[src/pkg/plt_pkg.sv]
// package: register map, fields and substate codes of the phy loopback test block
package plt_pkg;
    // ------------------------------------------------------------
    // register map
    // ------------------------------------------------------------
    localparam logic [11:0] PHY_TEST_CONTROL_OFS = 12'h228;
    localparam logic [11:0] PHY_PORT_COMMAND_OFS = 12'h230;
    localparam logic [31:0] PHY_TEST_CONTROL_RST = 32'h0000_0000;
    localparam logic [31:0] PHY_PORT_COMMAND_RST = 32'h0000_0000;
    // writable test control bits
    localparam logic [31:0] TEST_CONTROL_WMASK = 32'hfff0_0040;
    // writable command bits, three of each port group
    localparam logic [31:0] PORT_COMMAND_WMASK = 32'h0000_7777;
    // ------------------------------------------------------------
    // field positions
    // ------------------------------------------------------------
    localparam int ANALOG_LB_BIT = 6;
    localparam int SERIAL_LB_LSB = 20;
    localparam int PARALLEL_LB_LSB = 24;
    localparam int USER_PATTERN_TX_LSB = 28;
    localparam int CMD_LOOPBACK_BIT = 0;
    localparam int CMD_SCRAMBLE_OFF_BIT = 1;
    localparam int CMD_COMPLIANCE_RX_BIT = 2;
    localparam int CMD_READY_MASTER_BIT = 3;
    localparam int CMD_GROUP_WIDTH = 4;
    localparam int NUM_LANES = 4;
    localparam int NUM_PORTS = 4;
    // ------------------------------------------------------------
    // training substates per port
    // ------------------------------------------------------------
    localparam logic [3:0] LT_DETECT_QUIET = 4'h0;
    localparam logic [3:0] LT_POLLING_ACTIVE = 4'h1;
    localparam logic [3:0] LT_CFG_LINKWIDTH_START = 4'h2;
    localparam logic [3:0] LT_CFG_COMPLETE = 4'h3;
    localparam logic [3:0] LT_L0 = 4'h4;
    localparam logic [3:0] LT_RECOVERY_IDLE = 4'h5;
    localparam logic [3:0] LT_LOOPBACK_ENTRY = 4'h6;
    localparam logic [3:0] LT_LOOPBACK_ACTIVE = 4'h7;
    // ------------------------------------------------------------
    // loopback sequencer states
    // ------------------------------------------------------------
    typedef enum logic [1:0] {
        PLT_LB_IDLE,
        PLT_LB_WAIT_CFG,
        PLT_LB_WAIT_REC,
        PLT_LB_HOLD
    } plt_lb_state_t;
endpackage

[src/hdl/plt_top.sv]
// module: phy loopback test control top with registers and lane routing
//
// Summary of operation
// - a serial bit forces its lane's master loopback on.
// - a parallel bit sets its lane's slave loopback on or off.
// - slave loopback also comes on while the port is active slave.
// - a user pattern bit makes its serdes send the user pattern.
// - a loopback command sends the port toward loopback master.
// - entry is via linkwidth start before configuration, else recovery.
// - scrambler disable bypasses scrambling and sets the training bit.
// - a disable applies at once while the link is down, else in config complete.
// - compliance receive marks training sets in polling and entry only.
// - the ready flag is one while a port under its loopback command is active loopback master.
// - an established master holds active loopback while commanded.
// - analog loopback moves loopback ahead of the buffer, over parallel.
// - ports 1 to 3 repeat the command group at bits 4, 8 and 12.
//
// Implementation choice: the AHB-Lite slave port.
`timescale 1ns/100ps
module plt_top (
    input wire logic core_clk_i,
    input wire logic rst_n_i,
    input wire logic hsel_i,
    input wire logic [31:0] haddr_i,
    input wire logic [1:0] htrans_i,
    input wire logic hwrite_i,
    input wire logic [2:0] hsize_i,
    input wire logic hready_i,
    input wire logic [31:0] hwdata_i,
    output logic [31:0] hrdata_o,
    output logic hreadyout_o,
    output logic hresp_o,
    input wire logic eeprom_ld_i,
    input wire logic [31:0] eeprom_test_i,
    input wire logic [31:0] eeprom_cmd_i,
    input wire logic port0_x2_i,
    input wire logic [15:0] ltssm_i,
    input wire logic [3:0] lb_master_i,
    input wire logic [3:0] lb_slave_i,
    output logic [3:0] serial_lb_o,
    output logic [3:0] parallel_lb_o,
    output logic [3:0] analog_lb_o,
    output logic [3:0] user_pattern_tx_o,
    output logic [3:0] scr_bypass_o,
    output logic [3:0] tcb_scr_off_o,
    output logic [3:0] tcb_crx_o,
    output logic [3:0] lb_req_cfg_o,
    output logic [3:0] lb_req_rec_o,
    output logic [3:0] lb_hold_o
);
    logic [31:0] test_ctl_r;
    logic [31:0] port_cmd_r;
    logic [3:0] ready_master;
    logic [3:0] lane_slave_act;
    logic wr_stb;
    logic rd_stb;
    logic [11:0] addr;
    logic [31:0] wdata;
    logic cmd_wr;
    logic [3:0] port_scr;

    // --------------------------------------------------------------
    // lane to port ownership
    // --------------------------------------------------------------
    function automatic logic [1:0] lane_owner(input logic [1:0] lane, input logic x2);
        lane_owner = (lane == 2'h1 && x2) ? 2'h0 : lane;
    endfunction

    // --------------------------------------------------------------
    // bus slave
    // --------------------------------------------------------------
    plt_ahb_slave u_bus (
        .core_clk_i(core_clk_i),
        .rst_n_i(rst_n_i),
        .hsel_i(hsel_i),
        .haddr_i(haddr_i),
        .htrans_i(htrans_i),
        .hwrite_i(hwrite_i),
        .hsize_i(hsize_i),
        .hready_i(hready_i),
        .hwdata_i(hwdata_i),
        .hreadyout_o(hreadyout_o),
        .hresp_o(hresp_o),
        .wr_stb_o(wr_stb),
        .rd_stb_o(rd_stb),
        .addr_o(addr),
        .wdata_o(wdata)
    );

    assign cmd_wr = wr_stb && (addr == plt_pkg::PHY_PORT_COMMAND_OFS);

    // --------------------------------------------------------------
    // registers; an eeprom load wins over a bus write
    // --------------------------------------------------------------
    always_ff @(posedge core_clk_i or negedge rst_n_i) begin
        if (!rst_n_i) begin
            test_ctl_r <= plt_pkg::PHY_TEST_CONTROL_RST;
        end else if (eeprom_ld_i) begin
            test_ctl_r <= eeprom_test_i & plt_pkg::TEST_CONTROL_WMASK;
        end else if (wr_stb && addr == plt_pkg::PHY_TEST_CONTROL_OFS) begin
            test_ctl_r <= wdata & plt_pkg::TEST_CONTROL_WMASK;
        end
    end

    always_ff @(posedge core_clk_i or negedge rst_n_i) begin
        if (!rst_n_i) begin
            port_cmd_r <= plt_pkg::PHY_PORT_COMMAND_RST;
        end else if (eeprom_ld_i) begin
            port_cmd_r <= eeprom_cmd_i & plt_pkg::PORT_COMMAND_WMASK;
        end else if (cmd_wr) begin
            port_cmd_r <= wdata & plt_pkg::PORT_COMMAND_WMASK;
        end
    end

    // read data taken in the address phase; ready flags spliced in
    always_ff @(posedge core_clk_i or negedge rst_n_i) begin
        if (!rst_n_i) begin
            hrdata_o <= 32'h0000_0000;
        end else if (rd_stb) begin
            case (haddr_i[11:0])
                plt_pkg::PHY_TEST_CONTROL_OFS: hrdata_o <= test_ctl_r;
                plt_pkg::PHY_PORT_COMMAND_OFS: begin
                    hrdata_o <= port_cmd_r;
                    for (int p = 0; p < plt_pkg::NUM_PORTS; p++) begin
                        hrdata_o[p*plt_pkg::CMD_GROUP_WIDTH + plt_pkg::CMD_READY_MASTER_BIT]
                            <= ready_master[p];
                    end
                end
                default: hrdata_o <= 32'h0000_0000;
            endcase
        end
    end

    // --------------------------------------------------------------
    // per-port sequencers
    // --------------------------------------------------------------
    for (genvar p = 0; p < plt_pkg::NUM_PORTS; p++) begin : g_port
        localparam int B = p * plt_pkg::CMD_GROUP_WIDTH;
        plt_port_ctrl u_port (
            .core_clk_i(core_clk_i),
            .rst_n_i(rst_n_i),
            .lb_cmd_i(port_cmd_r[B + plt_pkg::CMD_LOOPBACK_BIT]),
            .scr_cmd_i(port_cmd_r[B + plt_pkg::CMD_SCRAMBLE_OFF_BIT]),
            .scr_sw_wr_i(cmd_wr && wdata[B + plt_pkg::CMD_SCRAMBLE_OFF_BIT]),
            .crx_cmd_i(port_cmd_r[B + plt_pkg::CMD_COMPLIANCE_RX_BIT]),
            .ltssm_i(ltssm_i[p*4 +: 4]),
            .lb_master_i(lb_master_i[p]),
            .lb_req_cfg_o(lb_req_cfg_o[p]),
            .lb_req_rec_o(lb_req_rec_o[p]),
            .lb_hold_o(lb_hold_o[p]),
            .ready_master_o(ready_master[p]),
            .scr_bypass_o(port_scr[p]),
            .tcb_scr_off_o(tcb_scr_off_o[p]),
            .tcb_crx_o(tcb_crx_o[p])
        );
    end

    // --------------------------------------------------------------
    // lane path controls, all registered
    // --------------------------------------------------------------
    always_comb begin
        for (int l = 0; l < plt_pkg::NUM_LANES; l++) begin
            logic [1:0] o;
            o = lane_owner(2'(l), port0_x2_i);
            lane_slave_act[l] = (ltssm_i[o*4 +: 4] == plt_pkg::LT_LOOPBACK_ACTIVE) &&
                lb_slave_i[o];
        end
    end

    always_ff @(posedge core_clk_i or negedge rst_n_i) begin
        if (!rst_n_i) begin
            serial_lb_o <= 4'h0;
            parallel_lb_o <= 4'h0;
            analog_lb_o <= 4'h0;
            user_pattern_tx_o <= 4'h0;
            scr_bypass_o <= 4'h0;
        end else begin
            for (int l = 0; l < plt_pkg::NUM_LANES; l++) begin
                logic an;
                an = test_ctl_r[plt_pkg::ANALOG_LB_BIT];
                serial_lb_o[l] <= test_ctl_r[plt_pkg::SERIAL_LB_LSB + l];
                analog_lb_o[l] <= an & (test_ctl_r[plt_pkg::PARALLEL_LB_LSB + l] |
                    lane_slave_act[l]);
                parallel_lb_o[l] <= ~an & (test_ctl_r[plt_pkg::PARALLEL_LB_LSB + l] |
                    lane_slave_act[l]);
                user_pattern_tx_o[l] <= test_ctl_r[plt_pkg::USER_PATTERN_TX_LSB + l];
                scr_bypass_o[l] <= port_scr[lane_owner(2'(l), port0_x2_i)];
            end
        end
    end
endmodule

[src/hdl/plt_ahb_slave.sv]
// module: ahb-lite slave front end giving one-cycle register strobes
`timescale 1ns/100ps
module plt_ahb_slave (
    input wire logic core_clk_i,
    input wire logic rst_n_i,
    input wire logic hsel_i,
    input wire logic [31:0] haddr_i,
    input wire logic [1:0] htrans_i,
    input wire logic hwrite_i,
    input wire logic [2:0] hsize_i,
    input wire logic hready_i,
    input wire logic [31:0] hwdata_i,
    output logic hreadyout_o,
    output logic hresp_o,
    output logic wr_stb_o,
    output logic rd_stb_o,
    output logic [11:0] addr_o,
    output logic [31:0] wdata_o
);
    logic wr_pend_r;
    logic [11:0] addr_r;
    logic take;

    // --------------------------------------------------------------
    // address phase capture
    // --------------------------------------------------------------
    // word transfers only; narrower ones are dropped
    assign take = hsel_i & htrans_i[1] & hready_i & (hsize_i == 3'h2);

    always_ff @(posedge core_clk_i or negedge rst_n_i) begin
        if (!rst_n_i) begin
            wr_pend_r <= 1'b0;
            addr_r <= 12'h000;
        end else begin
            wr_pend_r <= take & hwrite_i;
            if (take) begin
                addr_r <= haddr_i[11:0];
            end
        end
    end

    // write data arrive in the data phase, so the strobe lands there
    assign wr_stb_o = wr_pend_r;
    // reads are taken in the address phase so data stand in the data phase
    assign rd_stb_o = take & ~hwrite_i;
    assign addr_o = addr_r;
    assign wdata_o = hwdata_i;
    // zero wait states, always okay
    assign hreadyout_o = 1'b1;
    assign hresp_o = 1'b0;
endmodule

[src/hdl/plt_port_ctrl.sv]
// module: per-port loopback master sequencer and training control bits
`timescale 1ns/100ps
module plt_port_ctrl (
    input wire logic core_clk_i,
    input wire logic rst_n_i,
    input wire logic lb_cmd_i,
    input wire logic scr_cmd_i,
    input wire logic scr_sw_wr_i,
    input wire logic crx_cmd_i,
    input wire logic [3:0] ltssm_i,
    input wire logic lb_master_i,
    output logic lb_req_cfg_o,
    output logic lb_req_rec_o,
    output logic lb_hold_o,
    output logic ready_master_o,
    output logic scr_bypass_o,
    output logic tcb_scr_off_o,
    output logic tcb_crx_o
);
    plt_pkg::plt_lb_state_t st_r;
    logic scr_pend_r;
    logic in_lb_active;
    logic past_cfg;

    assign in_lb_active = (ltssm_i == plt_pkg::LT_LOOPBACK_ACTIVE);
    assign past_cfg = (ltssm_i == plt_pkg::LT_L0) || (ltssm_i == plt_pkg::LT_RECOVERY_IDLE);

    // --------------------------------------------------------------
    // loopback master request sequencing
    // --------------------------------------------------------------
    always_ff @(posedge core_clk_i or negedge rst_n_i) begin
        if (!rst_n_i) begin
            st_r <= plt_pkg::PLT_LB_IDLE;
        end else begin
            case (st_r)
                plt_pkg::PLT_LB_IDLE: begin
                    if (lb_cmd_i) begin
                        st_r <= past_cfg ? plt_pkg::PLT_LB_WAIT_REC : plt_pkg::PLT_LB_WAIT_CFG;
                    end
                end
                plt_pkg::PLT_LB_WAIT_CFG, plt_pkg::PLT_LB_WAIT_REC: begin
                    if (!lb_cmd_i) begin
                        st_r <= plt_pkg::PLT_LB_IDLE;
                    end else if (in_lb_active && lb_master_i) begin
                        st_r <= plt_pkg::PLT_LB_HOLD;
                    end
                end
                plt_pkg::PLT_LB_HOLD: begin
                    // hold until the command drops or the port leaves loopback active
                    if (!lb_cmd_i || !in_lb_active) begin
                        st_r <= plt_pkg::PLT_LB_IDLE;
                    end
                end
                default: st_r <= plt_pkg::PLT_LB_IDLE;
            endcase
        end
    end

    // --------------------------------------------------------------
    // scrambler disable: a live-link write waits for configuration
    // --------------------------------------------------------------
    always_ff @(posedge core_clk_i or negedge rst_n_i) begin
        if (!rst_n_i) begin
            scr_pend_r <= 1'b0;
            scr_bypass_o <= 1'b0;
        end else begin
            if (!scr_cmd_i) begin
                scr_pend_r <= 1'b0;
                scr_bypass_o <= 1'b0;
            end else if (ltssm_i == plt_pkg::LT_CFG_COMPLETE) begin
                scr_pend_r <= 1'b0;
                scr_bypass_o <= 1'b1;
            end else if (scr_sw_wr_i && !scr_bypass_o) begin
                scr_pend_r <= 1'b1;
            end else if (!scr_pend_r && !past_cfg) begin
                // link not up: a loaded bit applies at once
                scr_bypass_o <= 1'b1;
            end
        end
    end

    // --------------------------------------------------------------
    // registered outputs
    // --------------------------------------------------------------
    always_ff @(posedge core_clk_i or negedge rst_n_i) begin
        if (!rst_n_i) begin
            lb_req_cfg_o <= 1'b0;
            lb_req_rec_o <= 1'b0;
            lb_hold_o <= 1'b0;
            ready_master_o <= 1'b0;
            tcb_scr_off_o <= 1'b0;
            tcb_crx_o <= 1'b0;
        end else begin
            lb_req_cfg_o <= lb_cmd_i && (st_r == plt_pkg::PLT_LB_WAIT_CFG);
            lb_req_rec_o <= lb_cmd_i && (st_r == plt_pkg::PLT_LB_WAIT_REC);
            lb_hold_o <= lb_cmd_i && (st_r == plt_pkg::PLT_LB_HOLD);
            ready_master_o <= in_lb_active && lb_master_i && (st_r != plt_pkg::PLT_LB_IDLE);
            tcb_scr_off_o <= scr_cmd_i;
            tcb_crx_o <= crx_cmd_i && ((ltssm_i == plt_pkg::LT_POLLING_ACTIVE) ||
                (ltssm_i == plt_pkg::LT_LOOPBACK_ENTRY));
        end
    end
endmodule

[config.mk]
export PLATFORM = sky130hd
export DESIGN_NAME = plt_top
export DESIGN_NICKNAME = d
export VERILOG_FILES = /design/src/pkg/plt_pkg.sv /design/src/hdl/plt_top.sv /design/src/hdl/plt_ahb_slave.sv /design/src/hdl/plt_port_ctrl.sv
export SDC_FILE = /design/constraint.sdc
export NUM_CORES = 1
export LEC_CHECK = 0
export BUFFER_PORTS_ARGS = -buffer_cell sky130_fd_sc_hd__buf_2
export CAP_MARGIN = 20
export CELL_PAD_IN_SITES_DETAIL_PLACEMENT = 1
export CELL_PAD_IN_SITES_GLOBAL_PLACEMENT = 2
export CORE_MARGIN = 2
export CORE_UTILIZATION = 27
export CTS_BUF_LIST = sky130_fd_sc_hd__clkbuf_4 sky130_fd_sc_hd__clkbuf_8 sky130_fd_sc_hd__clkbuf_16
export DETAILED_ROUTE_END_ITERATION = 8
export PLACE_DENSITY_LB_ADDON = 0.1
export SETUP_SLACK_MARGIN = 0.1
export SLEW_MARGIN = 20
export SYNTH_ARGS = -nofsm -noshare
export SYNTH_HDL_FRONTEND = slang
export SYNTH_HIERARCHICAL = 1
export SYNTH_SLANG_ARGS = --single-unit
[constraint.sdc]
create_clock -name core_clk_i -period 1.9 [get_ports core_clk_i]
set_input_delay 0.38 -clock core_clk_i [delete_from_list [all_inputs] [get_ports core_clk_i]]
set_output_delay 0.38 -clock core_clk_i [all_outputs]
set_load 0.02 [all_outputs]
== After elaboration in Yosys (flattened, before gate mapping) ==
Index checks and enable logic that the tools add are counted.
Cells by class
  $lt $le $gt $ge: 1
  eq/ne operators: 66
  shift operators: 1
  multiplexer cells: 62
  bitwise gates (word level): 19
  reduce and logical (&&, ||, !) cells: 96
Operators by type and width (count)
  32-bit 2-to-1 mux: 4
  4-bit by 3-bit equality test with 1-bit output (second input constant): 17
  32-bit one-hot mux with 2 select lines: 1
  12-bit by 10-bit equality test with 1-bit output (second input constant): 4
  1-bit logical AND: 42
  2-bit 2-to-1 mux: 20
  1-bit 2-to-1 mux: 31
  3-bit by 1-bit != test with 1-bit output (second input constant): 8
  3-bit by 2-bit != test with 1-bit output (second input constant): 8
  2-bit one-hot mux with 3 select lines: 4
  1-bit logical NOT: 20
  2-bit equality test (second input constant): 8
  4-bit by 1-bit equality test with 1-bit output (second input constant): 4
  4-bit by 2-bit equality test with 1-bit output (second input constant): 4
  16-bit by 5-bit indexed part select with 4-bit output: 1
  1-bit bitwise AND: 13
  1-bit logical OR: 12
  3-bit AND reduction: 4
  2-bit nonzero test: 6
  2-bit by 1-bit equality test with 1-bit output (second input constant): 4
  2-bit logical NOT: 4
  2-bit by 1-bit != test with 1-bit output (second input constant): 4
  2-bit != test (second input constant): 4
  2-bit AND reduction: 4
  6 further kinds: 14
Storage, ports and cells
  flip-flop bits (word level): 169

== Depth between registers and ports, before layout ==
Gate-level depths: netlist of run 1.
  word-level depth: 8
  mapped depth: 9

== Modules after synthesis ==
The synthesis of run 1 kept the hierarchy.
By module, submodules not included
  plt_top: times used 1, cells an instance 363, area an instance 3697.3 µm², seq. area each 1826.8 µm²
  plt_port_ctrl: times used 4, cells an instance 46, area an instance 500.5 µm², seq. area each 250.2 µm²
  plt_ahb_slave: times used 1, cells an instance 67, area an instance 813.3 µm², seq. area each 325.3 µm²

== Worst setup path after synthesis of run 1 ==
OpenSTA, ideal clock, no wires.
  kind: in2reg
  start point: in hsize_i[0]
  end point: reg hrdata_o[20]
  library setup time: 141 ps
  arrival time: 1865 ps
  data required time: 1759 ps
  slack: -106 ps
  cell stages on the path: 8
  cell sequence: nor4bb_1 and3_1 buf_6 buf_12 nor2b_1 clkbuf_1 buf_1 o22ai_1
On the way
  longest elaborated chain between the ends: 3
RTL lines
  start: declaration: line plt_top.sv:27  | input wire logic [2:0] hsize_i,
  3-bit by 2-bit equality test with 1-bit output: line plt_ahb_slave.sv:28  | assign take = hsel_i & htrans_i[1] & hready_i & (hsize_i == 3'h2);
  1-bit bitwise AND: line plt_ahb_slave.sv:28
  1-bit bitwise AND: line plt_ahb_slave.sv:45  | assign rd_stb_o = take & ~hwrite_i;
  via rd_stb: line plt_top.sv:56  | logic rd_stb;
  end signal: assignment: line plt_top.sv:121  | plt_pkg::PHY_TEST_CONTROL_OFS: hrdata_o <= test_ctl_r;
  end signal: assignment: line plt_top.sv:123  | hrdata_o <= port_cmd_r;
  end: declaration: line plt_top.sv:30  | output logic [31:0] hrdata_o,
The timed path passes the listed nets, and every way through them passes these cells.
A chain may end at the register's enable or synchronous reset.

== Final worst setup path of run 1 ==
  start point: reg u_bus.addr_r[6], in the netlist u_bus/addr_o[6]
  end point: reg g_port[1].u_port.scr_bypass_o
On the way
  longest elaborated chain between the ends: 6
RTL lines
  start: declaration: line plt_ahb_slave.sv:21  | logic [11:0] addr_r;
  start signal: assignment: line plt_ahb_slave.sv:37  | addr_r <= haddr_i[11:0];
  12-bit by 10-bit equality test with 1-bit output: line plt_top.sv:90  | assign cmd_wr = wr_stb && (addr == plt_pkg::PHY_PORT_COMMAND_OFS);
  1-bit logical AND: line plt_top.sv:90
  1-bit logical AND: line plt_top.sv:144  | .scr_sw_wr_i(cmd_wr && wdata[B + plt_pkg::CMD_SCRAMBLE_OFF_BIT]),
  1-bit logical AND: line plt_port_ctrl.sv:73  | end else if (scr_sw_wr_i && !scr_bypass_o) begin
  3-bit by 2-bit != test with 1-bit output (no line)
  2-bit AND reduction (no line)
  end signal: assignment: line plt_port_ctrl.sv:69  | scr_bypass_o <= 1'b0;
  end signal: assignment: line plt_port_ctrl.sv:72  | scr_bypass_o <= 1'b1;
  end signal: assignment: line plt_port_ctrl.sv:77  | scr_bypass_o <= 1'b1;
  end: declaration: line plt_port_ctrl.sv:16  | output logic scr_bypass_o,
Every way passes these cells.

==> flow_summary_export.csv, run 1 <==
group,metric,value,unit
status,status,"completed",
layout,multiInputGateArea,2955,um^2
power,clockPowerShare,0.352,
place,io_buffers,163,
grt,grtUsageTotal,0.1637,
sta,rsz0062_at_grt,"yes",
power,finalPower,9.354,mW
worst_setup_path,crit_fanout,4,
worst_setup_path,endpoint_kind,"register",
place,hpwl,14760,um
detailed_routing,drc,0,
flow_run,max-cap-violations,0,
sta,drv_slew,0,
power,power.switching,3.142,mW
power,comb_power_share,0.284,
layout,drive_gt1_frac,0.3779,
sta,fin_worst_skew,7.106,ps
detailed_routing,firstDrtPassIters,4,
layout,fillers,2644,
detailed_routing,antenna_left,0,
grt,grt_first_pass_wirelength,30760,um
sta,finalSetupViolCount,0,
place,placed_cell_area,7627,um^2
cts,cts_root_buffer,"clkbuf_16",
floorplan,dieArea,25150,um^2
layout,final_common_cell,"buf_2",
worst_setup_path,critPathRequiredTime,2200,ps
synth,syn_inst,606,
grt,grt_overflow,0,
cts,clkTransAtPathRegs,60,ps
sta,tightest_slew,741.8,ps
layout,regArea,3153,um^2
power,cell_internal_pwr,6.212,mW
power,power_frac_seq,0.363,
grt,grt_max_degree,69,
worst_setup_path,start_kind,"register",
cts,clock_tree.buffer_depth,2,
detailed_routing,drt-total-wl,20340,um
layout,area_growth,30.52,%
worst_setup_path,critPathArrivalTime,2170,ps
detailed_routing,vias,5231,
floorplan,io_pins,238,
detailed_routing,vias_per_cell,4.799,
detailed_routing,wire_per_inst,18.66,um
cts,cts.sinks,126,
grt,grt_pass1_vias,5363,
worst_setup_path,max_stage_delay,600,ps
sta,post-route-period-util,0.9873,
cts,cts_buffers,17,
cts,tritoncts,"built",
layout,design_area,8422,um^2
layout,final_cell_mix,"buf_2, dfrtp_1, a21oi_1",
place,globalplace.congestion,0.7442,
sta,tns,0,ps
layout,finalNetCount,941,
floorplan,coreArea,23470,um^2
cts,clock_latency,420,ps
sta,fin_crit,1876,ps
layout,final_util,0.3588,
power,worst_ir_drop_vdd,0.4684,mV
detailed_routing,dr.first_iter.drc_count,226,
floorplan,floorplan.initialDensity,0.2749,
worst_setup_path,path_class,"reg -> reg",
power,swShare,0.3359,
grt,antenna_found_initial,2,
sta,final_hold_viol_count,0,
worst_hold_path,hold_class,"in -> reg",
worst_setup_path,worstPathCellList,"or4b_4 > nor2_4 > and3_4 > nor3_2 > o31a_1",
sta,holdWs,173.3,ps
floorplan,rows,56,
synth,yosys_warnings,6,
synth,synthesis.area,6452,um^2
floorplan,fp.dieH,158.6,um
power,power_density,1111,nW/um^2
synth,syn_area_per_cell,10.65,um^2
sta,relSlewSlack,0.5054,
worst_setup_path,slowest_stage,"or4b_4",
sta,max_freq,0.5331,GHz
cts,htreeDepth,4,
power,power_leakage,3.978,nW
floorplan,fp.dieW,158.6,um
-- state kept, by name (all words and copies together), names as in the netlist, 8 cells and up --
| name | cells |
|---|---|
| hrdata_o | 28 |
| test_ctl_r | 13 |
| port_cmd_r | 12 |
| u_bus/addr_o | 12 |
| g_port.u_port/st_r | 8 |
-- worst max-delay path: cells and delay by family, from the launching register on --
kind             cells  cell delay, ps
AO/OA/AOI/OAI        1             300
flip-flops           1             380
AND/OR/NAND/NOR      4            1070
-- final cells by class --
cell class | instances | area share
Tap cell | 319 | 0.04739
Multi-Input combinational cell | 375 | 0.3509
Sequential cell | 126 | 0.3744
Inverter | 40 | 0.01783
Clock inverter | 13 | 0.01634
Antenna cell | 1 | 0.0002971
Clock buffer | 19 | 0.05378
Timing Repair Buffer | 197 | 0.1391
-- power by group through the flow --
stage               Sequential (mW)  Clock [mW]  Combinational (mW)
finish                         3.40        3.29                2.66
global route                   3.46        3.52                2.93
global placement               3.43           0                2.45
CTS                            3.41        3.39                2.59
floorplan                      3.66           0                1.39
detailed placement             3.45           0                2.55
-- path summary, 6_finish.rpt --
kind / startpoint / endpoint / slack, ps / depth (start not counted)
max: u_bus/addr_o[6]$_DFFE_PN0P_ / g_port[1].u_port/scr_bypass_o$_DFFE_PN0P_ / 20 / 5
min: ltssm_i[15] / g_port[3].u_port/tcb_crx_o$_DFF_PN0_ / 170 / 2
max reg2reg: u_bus/addr_o[6]$_DFFE_PN0P_ / g_port[1].u_port/scr_bypass_o$_DFFE_PN0P_ / 20 / 5
min reg2reg: g_port[3].u_port/scr_bypass_o$_DFFE_PN0P_ / scr_bypass_o[3]$_DFF_PN0_ / 400 / 0
max in group asynchronous: rst_n_i / user_pattern_tx_o[3]$_DFF_PN0_ / 800 / 3
min in group asynchronous: rst_n_i / g_port[1].u_port/lb_req_rec_o$_DFF_PN0_ / 400 / 2
-- routing by layer --
layer  vias up  track usage  wire length (um)
li1       2440            -                 -
met2       130       0.2661              9811
met5         -            0                13
met3        16      0.04083               936
met4         2      0.03818               179
met1      2643       0.2195              9396
-- per-stage QoR --
| stage | setup slack, ps | cells |
|---|---|---|
| 2_1_floorplan | 23.15 | 609 |
| 4_1_cts | 25.96 | 1085 |
| 5_1_grt | -17.70 | 1089 |
| 3_3_place_gp | -28.16 | 1052 |
| 6_report | 24.19 | 1090 |
| 3_5_place_dp | -88.44 | 1052 |
-- what timing repair did --
item | CTS | global route
buffers inserted | 0 | 4
endpoints found under the setup margin | 33 | 27
pin swaps | 0 | 8
hold buffers | 1 | 0
hold endpoints to repair | 24 | 0
resized for setup | 9 | 17
Note: power is estimated with default switching activity, not from simulation.
==> run 2, diff against run 1 <==
--- a/config.mk
+++ b/config.mk
@@ -5,14 +5,16 @@
 export SDC_FILE = /design/constraint.sdc
 export NUM_CORES = 1
 export LEC_CHECK = 0
+export ABC_AREA = 1
 export BUFFER_PORTS_ARGS = -buffer_cell sky130_fd_sc_hd__buf_2
 export CAP_MARGIN = 20
 export CELL_PAD_IN_SITES_DETAIL_PLACEMENT = 1
 export CELL_PAD_IN_SITES_GLOBAL_PLACEMENT = 2
 export CORE_MARGIN = 2
-export CORE_UTILIZATION = 27
+export CORE_UTILIZATION = 25
 export CTS_BUF_LIST = sky130_fd_sc_hd__clkbuf_4 sky130_fd_sc_hd__clkbuf_8 sky130_fd_sc_hd__clkbuf_16
 export DETAILED_ROUTE_END_ITERATION = 8
+export GPL_ROUTABILITY_DRIVEN = 0
 export PLACE_DENSITY_LB_ADDON = 0.1
 export SETUP_SLACK_MARGIN = 0.1
 export SLEW_MARGIN = 20
==> flow_summary_export.csv, run 2 <==
group,metric,value,unit
synth,syn_inst,756,
layout,drive_gt1_frac,0.2645,
worst_setup_path,path_class,"reg -> reg",
floorplan,rows,57,
floorplan,dieArea,25990,um^2
detailed_routing,vias_per_cell,4.202,
layout,area_growth,27.01,%
grt,grt_first_pass_wirelength,30330,um
worst_setup_path,timing.rr.start,"u_bus/addr_o[11]$_DFFE_PN0P_",
grt,grt_max_degree,51,
layout,multiInputGateArea,2381,um^2
cts,cts_buffers,17,
worst_setup_path,critPathRequiredTime,2210,ps
worst_setup_path,path_delay_family,"simple AND/OR/NAND/NOR gates",
place,hpwl,14610,um
worst_setup_path,start_kind,"register",
detailed_routing,antenna_left,0,
cts,htreeDepth,4,
status,status,"completed",
sta,drv_slew,0,
floorplan,coreArea,24320,um^2
layout,top_regs,"hrdata_o x28, test_ctl_r x13",
cts,clock_tree.buffer_depth,2,
worst_setup_path,max_stage_delay,380,ps
sta,finalSetupViolCount,0,
power,finalPower,8.306,mW
cts,clock_latency,420,ps
sta,holdWs,198.5,ps
layout,finalNetCount,1086,
detailed_routing,drc,0,
cts,cts.sinks,126,
worst_setup_path,worst-path-buf-inv,1,
grt,antenna_found_initial,1,
sta,tns,0,ps
layout,largest_reg_flops,28,
worst_setup_path,crit_fanout,12,
detailed_routing,firstDrtPassIters,4,
grt,grtUsageTotal,0.1518,
detailed_routing,vias,5210,
sta,fin_worst_skew,5.278,ps
cts,clkTransAtPathRegs,60,ps
power,worst_ir_drop_vdd,0.4610,mV
cts,cts_root_buffer,"clkbuf_16",
detailed_routing,wire_per_inst,15.27,um
sta,fin_crit,1587,ps
synth,yosys_warnings,6,
worst_setup_path,critPathArrivalTime,1900,ps
sta,rsz0062_at_grt,"no",
detailed_routing,dr.first_iter.drc_count,182,
floorplan,floorplan.initialDensity,0.2541,
worst_setup_path,endpoint_kind,"register",
layout,regArea,3153,um^2
layout,final_common_cell,"nand2_1",
layout,largest-register,"hrdata_o",
sta,final_hold_viol_count,0,
worst_setup_path,slowest_stage,"dfrtp_1",
grt,grt_pass1_vias,5555,
worst_setup_path,crit_start,"u_bus/addr_o[11]$_DFFE_PN0P_",
synth,synthesis.area,6180,um^2
grt,grt_overflow,0,
detailed_routing,drt-total-wl,18930,um
floorplan,fp.dieH,161.2,um
cts,tritoncts,"built",
worst_setup_path,worstPathCellList,"nor2_1 > nand3b_1 > nor2_2 > nand2_4 > nor2_1 > a21oi_1 > nand2_1 > nand3_1 > nand2_1 > inv_1",
worst_hold_path,hold_class,"in -> reg",
layout,final_cell_mix,"nand2_1, buf_2, dfrtp_1",
worst_hold_path,min-delay-start,"haddr_i[10]",
sta,max_freq,0.6302,GHz
floorplan,fp.dieW,161.2,um
layout,fillers,2934,
power,power_density,1058,nW/um^2
flow_run,max-cap-violations,0,
sta,post-route-period-util,0.8351,
power,power_leakage,4.413,nW
place,io_buffers,163,
floorplan,io_pins,238,
synth,syn_area_per_cell,8.174,um^2
-- run 2: changes by cell type in the layout (fill, tap and decap cells not counted), moves of 27 or more --
cell and delta:
a21oi_1 -34, inv_1 +30, nor2b_1 -35, o22ai_1 -27
nand2_1 +220, nand3_1 +104
-- run 2: final timing paths --
kind                                                        endpoint  slack (ps)  cells after the start
max                        g_port[1].u_port/scr_bypass_o$_DFFE_PN0P_         310                     10
min                                     u_bus/addr_o[10]$_DFFE_PN0P_         200                      3
max reg2reg                g_port[1].u_port/scr_bypass_o$_DFFE_PN0P_         310                     10
min reg2reg                                scr_bypass_o[2]$_DFF_PN0_         380                      0
max in group asynchronous                 test_ctl_r[21]$_DFFE_PN0P_         880                      3
min in group asynchronous               u_bus/addr_o[10]$_DFFE_PN0P_         420                      2
-- run 2: metrics by stage --
step / std cells / area, um^2 / setup slack [ps] / util
after CTS: 1239 / 7839 / 144.3 / 0.3223
final: 1240 / 7849 / 313.3 / 0.3227
after global routing: 1239 / 7846 / 145.9 / 0.3226
after floorplan: 759 / 6191 / 472.9 / -
after global placement: 1206 / 7193 / 177.5 / 0.2958
after detailed placement: 1206 / 7193 / 164.4 / 0.2958
-- run 2: report_power, final --
part	leakage (nW)	internal, mW	switching [mW]	total (mW)
clock network	0.305	2.22	1.30	3.52
registers	1.66	2.97	0.240	3.21
logic	2.45	0.580	1.00	1.58
total	4.41	5.76	2.54	8.31
-- run 2: what timing repair did --
item | in CTS | in global routing
endpoints found under the hold margin | 34 | 0
buffers inserted | 0 | 0
resized for setup | 0 | 2
hold buffers | 1 | 0
endpoints found under the setup margin | 0 | 4
-- run 2: layer usage --
layer	track usage	wire [um]	share of wire	vias to the layer above
li1	-	-	-	2612
met1	0.2049	9027	0.48	2460
met2	0.2442	8855	0.47	118
met4	0.04424	273	0.014	0
met5	0	0	0	-
met3	0.03493	776	0.041	20
-- run 2: area by class of cell --
cell class,count,area share
sequential,126,0.4017
multi-input combinational,501,0.3034
timing repair buffer,179,0.1251
clock buffer,17,0.05420
tap,324,0.05165
inverter,77,0.03682
clock inverter,15,0.02678
antenna,1,0.0003188
-- run 2: worst register-to-register path, stage by stage (launching register included) --
cell and delay, ps:
dfrtp_1 380, nor2_1 140, nand3b_1 100, nor2_2 190, nand2_4 170, nor2_1 160, a21oi_1 100, nand2_1 70
nand3_1 70, nand2_1 60, inv_1 40
